<file path="config.mk">
export PLATFORM = sky130hd
export DESIGN_NAME = fsc_flag_host
export DESIGN_NICKNAME = d
export VERILOG_FILES = /design/src/fsc_flag_host.v
export VERILOG_INCLUDE_DIRS = /design/src
export SDC_FILE = /design/constraint.sdc
export NUM_CORES = 1
export LEC_CHECK = 0
export BUFFER_PORTS_ARGS = -buffer_cell sky130_fd_sc_hd__buf_2
export CAP_MARGIN = 40
export CORE_MARGIN = 3
export CORE_UTILIZATION = 26
export DETAILED_ROUTE_END_ITERATION = 8
export PLACE_DENSITY_LB_ADDON = 0.2
export SETUP_SLACK_MARGIN = 0.02
export SLEW_MARGIN = 30
export SYNTH_ARGS = -nofsm -noshare
export SYNTH_HDL_FRONTEND = slang
export SYNTH_SLANG_ARGS = --single-unit
</file>
<file path="constraint.sdc">
create_clock -name i_clk -period 3.3 [get_ports i_clk]
set_input_delay 0.33 -clock i_clk [delete_from_list [all_inputs] [get_ports i_clk]]
set_output_delay 0.33 -clock i_clk [all_outputs]
set_load 0.01 [all_outputs]
</file>
<file path="src/fsc_map.vh">
`ifndef FSC_MAP_VH
`define FSC_MAP_VH

// Host clock period
`define FSC_CLK_NS      40

// Least strobe and gap times at the flag port
`define FSC_T_WR_NS     60
`define FSC_T_RD_NS     80
`define FSC_T_GAP_NS    40

// Least times rounded up to whole host cycles
`define FSC_WR_CYC      ((`FSC_T_WR_NS + `FSC_CLK_NS - 1) / `FSC_CLK_NS)
`define FSC_GAP_CYC     ((`FSC_T_GAP_NS + `FSC_CLK_NS - 1) / `FSC_CLK_NS)
// Read also covers the two-flop input synchroniser
`define FSC_RD_CYC      (((`FSC_T_RD_NS + `FSC_CLK_NS - 1) / `FSC_CLK_NS) + 2)

// Flag count and index width
`define FSC_FLAGS       8
`define FSC_IDX_W       3
`define FSC_LAST_IDX    3'h7

// User operations
`define FSC_OP_READ     2'h0
`define FSC_OP_CLAIM    2'h1
`define FSC_OP_RELEASE  2'h2
`define FSC_OP_INIT     2'h3

// Sequencer states
`define FSC_ST_IDLE     3'h0
`define FSC_ST_WSTB     3'h1
`define FSC_ST_WEND     3'h2
`define FSC_ST_GAP      3'h3
`define FSC_ST_READ     3'h4

`endif

</file>
<file path="src/fsc_flag_host.v">
`timescale 1ns/100ps
`include "fsc_map.vh"

// Functional notes
// - Between polled reads, select or output enable must go inactive.
// - Claim by writing zero, then reading back; never read before write.
// - After a failed claim keep reading or withdraw by writing one.
// - At power-up both sides write one to all eight flags.
module fsc_flag_host #(
  parameter [7:0] POLL_LIMIT = 8'h10
) (
  input  wire        i_clk,
  input  wire        i_sys_rst,
  input  wire        i_req_valid,
  input  wire [1:0]  i_op,
  input  wire [2:0]  i_index,
  output wire        o_req_ready,
  output reg         o_done,
  output reg         o_granted,
  output reg  [15:0] o_flag_value,
  output reg         o_flag_space_select_n,
  output reg         o_oe_n,
  output reg         o_rw_n,
  output reg  [2:0]  o_flag_index_lines,
  output reg  [15:0] o_data,
  output reg         o_data_oe_n,
  input  wire [15:0] i_data
);

  localparam integer WR_CYC_I  = `FSC_WR_CYC;
  localparam integer RD_CYC_I  = `FSC_RD_CYC;
  localparam integer GAP_CYC_I = `FSC_GAP_CYC;
  // Counts fit the eight-bit counter; upper bits dropped on purpose
  localparam [7:0]   WR_CYC    = WR_CYC_I[7:0];
  localparam [7:0]   RD_CYC    = RD_CYC_I[7:0];
  localparam [7:0]   GAP_CYC   = GAP_CYC_I[7:0];

  reg [2:0]  state;
  reg [7:0]  cnt;
  reg [1:0]  op;
  reg        after_read;
  reg        withdraw;
  reg [7:0]  polls;
  reg        init_pending;
  reg [15:0] data_meta;
  reg [15:0] data_sync;

  //////////////////////////////////////////////////////////////////////////////
  // Data pins come from the far device, unrelated to our clock

  always @(posedge i_clk or posedge i_sys_rst)
  begin
    if (i_sys_rst)
    begin
      data_meta <= 16'h0000;
      data_sync <= 16'h0000;
    end
    else
    begin
      data_meta <= i_data;
      data_sync <= data_meta;
    end
  end

  assign o_req_ready = (state == `FSC_ST_IDLE) && !init_pending;

  //////////////////////////////////////////////////////////////////////////////
  // Pin sequences

  task start_write;
    input val;
    begin
      o_flag_space_select_n <= 1'b0;
      o_rw_n                <= 1'b0;
      o_oe_n                <= 1'b1;
      o_data                <= {16{val}};
      o_data_oe_n           <= 1'b0;
      cnt                   <= WR_CYC - 8'h01;
      state                 <= `FSC_ST_WSTB;
    end
  endtask

  task start_read;
    begin
      o_flag_space_select_n <= 1'b0;
      o_oe_n                <= 1'b0;
      o_rw_n                <= 1'b1;
      o_data_oe_n           <= 1'b1;
      cnt                   <= RD_CYC - 8'h01;
      state                 <= `FSC_ST_READ;
    end
  endtask

  task finish;
    begin
      o_done    <= 1'b1;
      // Low flag on our side means we hold the token
      o_granted <= ((op == `FSC_OP_CLAIM) || (op == `FSC_OP_READ)) &&
                   !o_flag_value[0];
      state     <= `FSC_ST_IDLE;
    end
  endtask

  //////////////////////////////////////////////////////////////////////////////
  // Sequencer

  always @(posedge i_clk or posedge i_sys_rst)
  begin
    if (i_sys_rst)
    begin
      state                 <= `FSC_ST_IDLE;
      cnt                   <= 8'h00;
      op                    <= `FSC_OP_READ;
      after_read            <= 1'b0;
      withdraw              <= 1'b0;
      polls                 <= 8'h00;
      init_pending          <= 1'b1;
      o_done                <= 1'b0;
      o_granted             <= 1'b0;
      o_flag_value          <= 16'hffff;
      o_flag_space_select_n <= 1'b1;
      o_oe_n                <= 1'b1;
      o_rw_n                <= 1'b1;
      o_flag_index_lines    <= 3'h0;
      o_data                <= 16'hffff;
      o_data_oe_n           <= 1'b1;
    end
    else
    begin
      o_done <= 1'b0;
      case (state)
        `FSC_ST_IDLE:
        begin
          withdraw <= 1'b0;
          polls    <= POLL_LIMIT;
          if (init_pending)
          begin
            // Flag state is random after power-up
            init_pending       <= 1'b0;
            op                 <= `FSC_OP_INIT;
            o_flag_index_lines <= 3'h0;
            start_write(1'b1);
          end
          else if (i_req_valid)
          begin
            op                 <= i_op;
            o_flag_index_lines <= i_index;
            if (i_op == `FSC_OP_READ)
              start_read;
            else if (i_op == `FSC_OP_INIT)
            begin
              o_flag_index_lines <= 3'h0;
              start_write(1'b1);
            end
            else
              start_write(i_op == `FSC_OP_RELEASE);
          end
        end
        `FSC_ST_WSTB:
        begin
          if (cnt == 8'h00)
          begin
            o_rw_n <= 1'b1;
            state  <= `FSC_ST_WEND;
          end
          else
            cnt <= cnt - 8'h01;
        end
        `FSC_ST_WEND:
        begin
          // Select and data held one cycle past the strobe edge
          o_flag_space_select_n <= 1'b1;
          o_data_oe_n           <= 1'b1;
          after_read            <= 1'b0;
          cnt                   <= GAP_CYC - 8'h01;
          state                 <= `FSC_ST_GAP;
        end
        `FSC_ST_READ:
        begin
          if (cnt == 8'h00)
          begin
            o_flag_value          <= data_sync;
            o_flag_space_select_n <= 1'b1;
            o_oe_n                <= 1'b1;
            after_read            <= 1'b1;
            cnt                   <= GAP_CYC - 8'h01;
            state                 <= `FSC_ST_GAP;
          end
          else
            cnt <= cnt - 8'h01;
        end
        `FSC_ST_GAP:
        begin
          if (cnt != 8'h00)
            cnt <= cnt - 8'h01;
          else if (after_read)
          begin
            if ((op == `FSC_OP_CLAIM) && o_flag_value[0])
            begin
              // Request is latched on the far side; keep polling while polls remain, then withdraw it by writing one
              if (polls != 8'h00)
              begin
                polls <= polls - 8'h01;
                start_read;
              end
              else
              begin
                withdraw <= 1'b1;
                start_write(1'b1);
              end
            end
            else
              finish;
          end
          else if ((op == `FSC_OP_CLAIM) && !withdraw)
            start_read;
          else if ((op == `FSC_OP_INIT) && (o_flag_index_lines != `FSC_LAST_IDX))
          begin
            o_flag_index_lines <= o_flag_index_lines + 3'h1;
            start_write(1'b1);
          end
          else
            finish;
        end
        default:
          state <= `FSC_ST_IDLE;
      endcase
    end
  end

endmodule // fsc_flag_host

</file>
==> impl_metrics.tcl, run 1 <==
set metrics [dict create \
    run_status "finished clean" \
    hold-worst-slack_ns 0.0137 \
    route.vias.total 2738 \
    final_layout_size_suffix_gt1_share_pct 30.6 \
    yosysWarningCount 0 \
    intPower_uw 2230 \
    grt_start_max_net_pins 32 \
    dpl.cell_count 575 \
    setup_clock_skew_after_layout_ns 0.00501 \
    worst_ep_required_time_ns 3.53 \
    setup_violations 0 \
    num_antenna_cells 0 \
    num-nets-final 440 \
    clock_tree.htree_level_count 3 \
    layout_common_cells "nand2_1, buf_2, dfrtp_1" \
    rows 42 \
    finalCritPeriodShare_pct 78.3 \
    detailed_place_hpwl_um 5750 \
    synthDistinctLibCells 53 \
    fin_cells 591 \
    critPathSlowestCell "dfrtp_1" \
    post-route-drc-count 0 \
    worst_path_dominant_cell_family "simple AND/OR/NAND/NOR gates" \
    postSynthCellCount 356 \
    drt_iter0_drc 151 \
    cts_resized 0 \
    power.share.combinational_pct 32.2 \
    initial_antenna_violation_count 0 \
    first_global_vias 2669 \
    critPathArrivalTime_ns 2.81 \
    grt_remaining_overflow 0 \
    ordered_cell_list_for_the_critical_path "nand4b_1, or4b_2, o21ai_0, nand2_1, mux2_2" \
    synth-async-reset-ratio_pct 100 \
    clock_sinks 82 \
    firstDrtPassIters 5 \
    synth.ff_latch_count 82 \
    edff_count_synth 0 \
    cts.clk_slew.worst_paths_ns 0.06 \
    netlist_top_cells_area "dfrtp_1, dfstp_2, nand2_1" \
    synthesis.area_per_instance_sq_um 10.4 \
    max-clock-path-buffers 2 \
    core_region_area_sq_um 13600 \
    route.detailed.wl_per_inst_um 14.2 \
    finalSetupTns_ns 0 \
    maxSlewHeadroom_pct 51.8 \
    buffer_ports.inserted 65 \
    power_density_nw_per_um2 801 \
    dieHeight_um 125 \
    holdCritPathClass "primary input to async pin" \
    critical-path-max-stage-delay_ns 0.71 \
    clock_latency_ns 0.34 \
    gpl.final_weighted_congestion 0.817 \
    die_area_sq_um 15600 \
    post_synth_instance_area_sq_um 3690 \
    cts.hold.buffers_added 0 \
    total_wirelength_um 8390 \
    p_sw_uw 1300 \
    share_seq_of_total_power_pct 40.5 \
    max-vdd-ir-drop_v 0.000481 \
    die-width_um 125 \
    global_route.usage.total_pct 11.0 \
    post_drt_via_cell_ratio 4.63 \
    floorplan.initialDensity_pct 27.2 \
    detail-route-antenna-nets 0 \
    dominant_cell_type_by_area_after_synthesis "dfrtp_1" \
    critPathCaptureType "flop" \
    grt_pass1_wl_um 14000 \
    synth_seq_area_share_pct 56.4 \
    finalMaxSlewViolations 0 \
    switching_share_pct 36.8 \
    criticalPathCategory "flop to flop" \
    tritoncts.num_buffers 9 \
    leakage_power_of_the_design_uw 0.00202 \
    worst_setup_path_start_kind "flop" \
    syn_nets 386 \
    design.portCount 66 \
    fmax_ghz 0.387 \
    grt_setup_unrepaired "no" \
    drv.max_cap_violation_count 0 \
    final_hold_viol_count 0 \
    post-cts-setup-buffer-count 0 \
    power.clock.fraction_pct 27.2 \
    clock_tree.root_cell "clkbuf_16" \
    yosys_most_used_dff "dfrtp_1" \
    critPathBufInv 0 \
    worst-path-max-fanout 19 \
    finalCriticalPeriod_ns 2.58 \
    syn_to_final_growth_pct 19.4 \
    synthDominantCellAreaShare_pct 40.7 \
    tritoncts "done" \
    tightestPinTransition_ns 0.716 \
]
==> area by class of cell <==
cell class                 instances  area, sq um
timing repair buffer              72          390
multi-input combinational        233         1390
inverter                          12         46.3
tap                              176          220
sequential                        82         2080
clock buffer                       9          225
clock inverter                     7         56.3
fill                            1413         9150
==> sequential cells by signal (all words and copies together) (netlist names), 2 cells and up <==
| register | count |
|---|---|
| data_meta | 16 |
| data_sync | 16 |
| o_flag_value | 16 |
| cnt | 8 |
| polls | 8 |
| o_flag_index_lines | 3 |
| state | 3 |
| op | 2 |
==> per-stage QoR <==
step                setup slack (ns)  cell area (sq um)  power, uW  utilization, %
floorplan                      0.898               3690       2310               -
global placement               0.846               4100       2580            30.3
detailed placement             0.774               4120       2580            30.4
CTS                            0.755               4400       3580            32.5
global route                   0.592               4400       3780            32.5
finish                         0.717               4400       3530            32.5
==> metal layers <==
metal	wire length (um)	vias up	track usage [%]	part of all wire [%]
li1	-	1336	-	-
met1	4150	1294	15.5	50
met2	3460	97	15.2	41
met3	645	11	4.69	7.7
met4	129	0	3.44	1.5
met5	0	-	0	0
==> Yosys cell counts (3+ instances only) <==
| cell type | number |
|---|---|
| o22ai_1 | 3 |
| or3_1 | 8 |
| buf_2 | 3 |
| dfrtp_1 | 60 |
| ha_1 | 6 |
| nor3_1 | 7 |
| a22oi_1 | 3 |
| or2_2 | 3 |
| nand2_1 | 65 |
| o22a_1 | 3 |
| a21oi_1 | 16 |
| buf_4 | 17 |
| and2_1 | 3 |
| clkbuf_1 | 9 |
| inv_1 | 12 |
| a31oi_1 | 4 |
| o2bb2ai_1 | 3 |
| mux2i_1 | 6 |
| nor2_1 | 20 |
| nor4_1 | 8 |
| dfstp_2 | 22 |
| xor2_1 | 5 |
| o21ai_0 | 11 |
| nand3_1 | 16 |
| mux2_2 | 5 |
| o211ai_1 | 3 |
==> final timing paths <==
path                            slack, ns                   start  cells past startpoint                           endpoint
worst min register to register       0.35  data_meta[9]$_DFF_PP0_                      0             data_sync[9]$_DFF_PP0_
max in group asynchronous            2.63               i_sys_rst                      3             o_data[14]$_DFFE_PP1P_
worst min-delay path                 0.01               i_sys_rst                      2             data_meta[2]$_DFF_PP0_
min in group i_clk                   0.09               i_data[7]                      1             data_meta[7]$_DFF_PP0_
worst max register to register       0.72    state[0]$_DFFE_PP0P_                      5  o_flag_index_lines[1]$_DFFE_PP0P_
worst max-delay path                 0.72    state[0]$_DFFE_PP0P_                      5  o_flag_index_lines[1]$_DFFE_PP0P_
==> kinds of logic after synthesis <==
logic type	count (synthesis)	share of synthesized area, %
muxes	11	3.16
AOI/OAI and AO/OA	63	11.6
and+or+nand+nor	148	19.6
xor gates and xnor gates	5	1.19
buffers and inverters	41	6.01
adders and majority gates	6	2.04
DFF	82	56.4
==> power groups by stage <==
| stage | clock network (uW) | registers, uW | logic, uW |
|---|---|---|---|
| 3_5_place_dp | 0 | 1440 | 1140 |
| 5_1_grt | 1040 | 1460 | 1280 |
| 6_report | 961 | 1430 | 1140 |
| 3_3_place_gp | 0 | 1440 | 1140 |
| 4_1_cts | 1010 | 1430 | 1150 |
| 2_1_floorplan | 0 | 1410 | 906 |
==> worst reg2reg max path: stages (launching register included) <==
cell	delay (ns)
dfrtp_1	0.71
nand4b_1	0.31
or4b_2	0.71
o21ai_0	0.29
nand2_1	0.16
mux2_2	0.29
Power figures use the tool's default switching activity.
==> inputs of run 2 (changes only) <==
==> constraint.sdc (replaced) <==
create_clock -name i_clk -period 2.71 [get_ports i_clk]
set_input_delay 0.271 -clock i_clk [delete_from_list [all_inputs] [get_ports i_clk]]
set_output_delay 0.271 -clock i_clk [all_outputs]
set_load 0.01 [all_outputs]
==> run 2 against run 1 <==
Against the previous run: non-clock buffer count is 6 higher; power rose by 26%; fmax grew 5.3%; via count rose by 1.6%; first-iteration DRC count shrank 4.6%; critical path depth rose by 2; clock-buffer cell count up 1; flip-flop and latch count stayed put.
==> impl_metrics.tcl, run 2 (synthesis gave the netlist of run 1 again) <==
set metrics [dict create \
    grt_setup_unrepaired "no" \
    clock_tree.root_cell "clkbuf_16" \
    first_global_vias 2753 \
    finalCriticalPeriod_ns 2.45 \
    rows 42 \
    tritoncts "done" \
    detailed_place_hpwl_um 5820 \
    leakage_power_of_the_design_uw 0.00206 \
    syn_to_final_growth_pct 21.6 \
    top_usage_layer "met2" \
    design.portCount 66 \
    power_density_nw_per_um2 995 \
    num_antenna_cells 0 \
    drv.max_cap_violation_count 0 \
    clock_latency_ns 0.34 \
    utilization_pct 33.1 \
    floorplan.initialDensity_pct 27.2 \
    critPathArrivalTime_ns 2.72 \
    filler_cell_count 1396 \
    cts_resized 0 \
    die-width_um 125 \
    initial_antenna_violation_count 0 \
    finalCritPeriodShare_pct 90.5 \
    grt_remaining_overflow 0 \
    clock_tree.htree_level_count 3 \
    tritoncts.num_buffers 9 \
    holdCritPathClass "primary input to async pin" \
    detail-route-antenna-nets 0 \
    groute.layer.met1.usage_pct 16.2 \
    run_status "finished clean" \
    met3_usage_pct 5.07 \
    cts.hold.buffers_added 0 \
    max-clock-path-buffers 2 \
    post-cts-setup-buffer-count 0 \
    tightestPinTransition_ns 0.681 \
    criticalPathCategory "flop to flop" \
    cts.clk_slew.worst_paths_ns 0.06 \
    final_layout_size_suffix_gt1_share_pct 31.8 \
    worst-path-max-fanout 9 \
    post-route-drc-count 0 \
    die_area_sq_um 15600 \
    finalSetupTns_ns 0 \
    final_hold_viol_count 0 \
    global_route.usage.total_pct 11.7 \
    max-vdd-ir-drop_v 0.000580 \
    globalRouteMet2Util_pct 16.5 \
    buffer_ports.inserted 65 \
    total_wirelength_um 8600 \
    setup_violations 0 \
    grt_start_max_net_pins 46 \
    finalMaxSlewViolations 0 \
    drt_iter0_drc 144 \
    fmax_ghz 0.408 \
    critPathCaptureType "flop" \
    dieHeight_um 125 \
    worst_ep_required_time_ns 2.97 \
    post_drt_via_cell_ratio 4.66 \
    route.detailed.wl_per_inst_um 14.4 \
    num-nets-final 446 \
    firstDrtPassIters 4 \
    maxSlewHeadroom_pct 54.6 \
    grt_pass1_wl_um 14700 \
    clock_sinks 82 \
    layout_common_cells "nand2_1, buf_2, dfrtp_1" \
    core_region_area_sq_um 13600 \
    worst_setup_path_start_kind "flop" \
    gpl.final_weighted_congestion 0.841 \
    route.vias.total 2782 \
    setup_clock_skew_after_layout_ns 0.0106 \
    reg_top3 "data_meta x16, data_sync x16, o_flag_value x16" \
]
## run 2: critical path: stages, from the launching register on
cell and delay [ns]:
dfrtp_1 0.40, inv_1 0.13, ha_1 0.22, or3b_2 0.52, nor3_1 0.31, a21oi_2 0.21
a21oi_2 0.23, mux2_2 0.35
## run 2: power by group
part / total, uW / internal [uW] / leakage, uW / switching (uW)
Sequential: 1690 / 1490 / 0.000959 / 194
Combinational: 1510 / 642 / 0.000957 / 867
Clock: 1270 / 748 / 0.000143 / 517
## run 2: cell type report
cell class | count | area, sq um | area share (%)
Sequential cell | 82 | 2080 | 46.4
Tap cell | 176 | 220 | 4.91
Multi-Input combinational cell | 233 | 1390 | 31.0
Clock inverter | 6 | 72.6 | 1.62
Timing Repair Buffer | 78 | 435 | 9.71
Inverter | 12 | 46.3 | 1.03
Clock buffer | 10 | 239 | 5.33
## run 2: layer usage
layer	part of all wire (%)	wire length [um]
met5	0	0
met4	1.2	106
met3	8.1	695
met2	41	3570
met1	49	4230
## run 2: final timing paths
kind	from	endpoint	slack, ns	cells past startpoint
max in group asynchronous	i_sys_rst	o_flag_value[12]$_DFFE_PP1P_	1.97	3
min	i_sys_rst	data_meta[15]$_DFF_PP0_	0.005	2
max	cnt[0]$_DFFE_PP0P_	o_data[14]$_DFFE_PP1P_	0.26	7
max reg2reg	cnt[0]$_DFFE_PP0P_	o_data[14]$_DFFE_PP1P_	0.26	7
min in group i_clk	i_data[3]	data_meta[3]$_DFF_PP0_	0.03	1
min reg2reg	data_meta[15]$_DFF_PP0_	data_sync[15]$_DFF_PP0_	0.35	0
## run 2: per-stage QoR
stage	power (uW)	cells	area [sq um]	hold WS [ns]	setup WS [ns]
floorplan	2820	356	3690	0.302	0.367
finish	4460	597	4480	0.00460	0.258
detailed placement	3210	581	4170	0.335	0.218
global route	4790	597	4480	0.00636	0.0911
global placement	3200	581	4170	0.331	0.289
CTS	4530	597	4480	0.0107	0.188
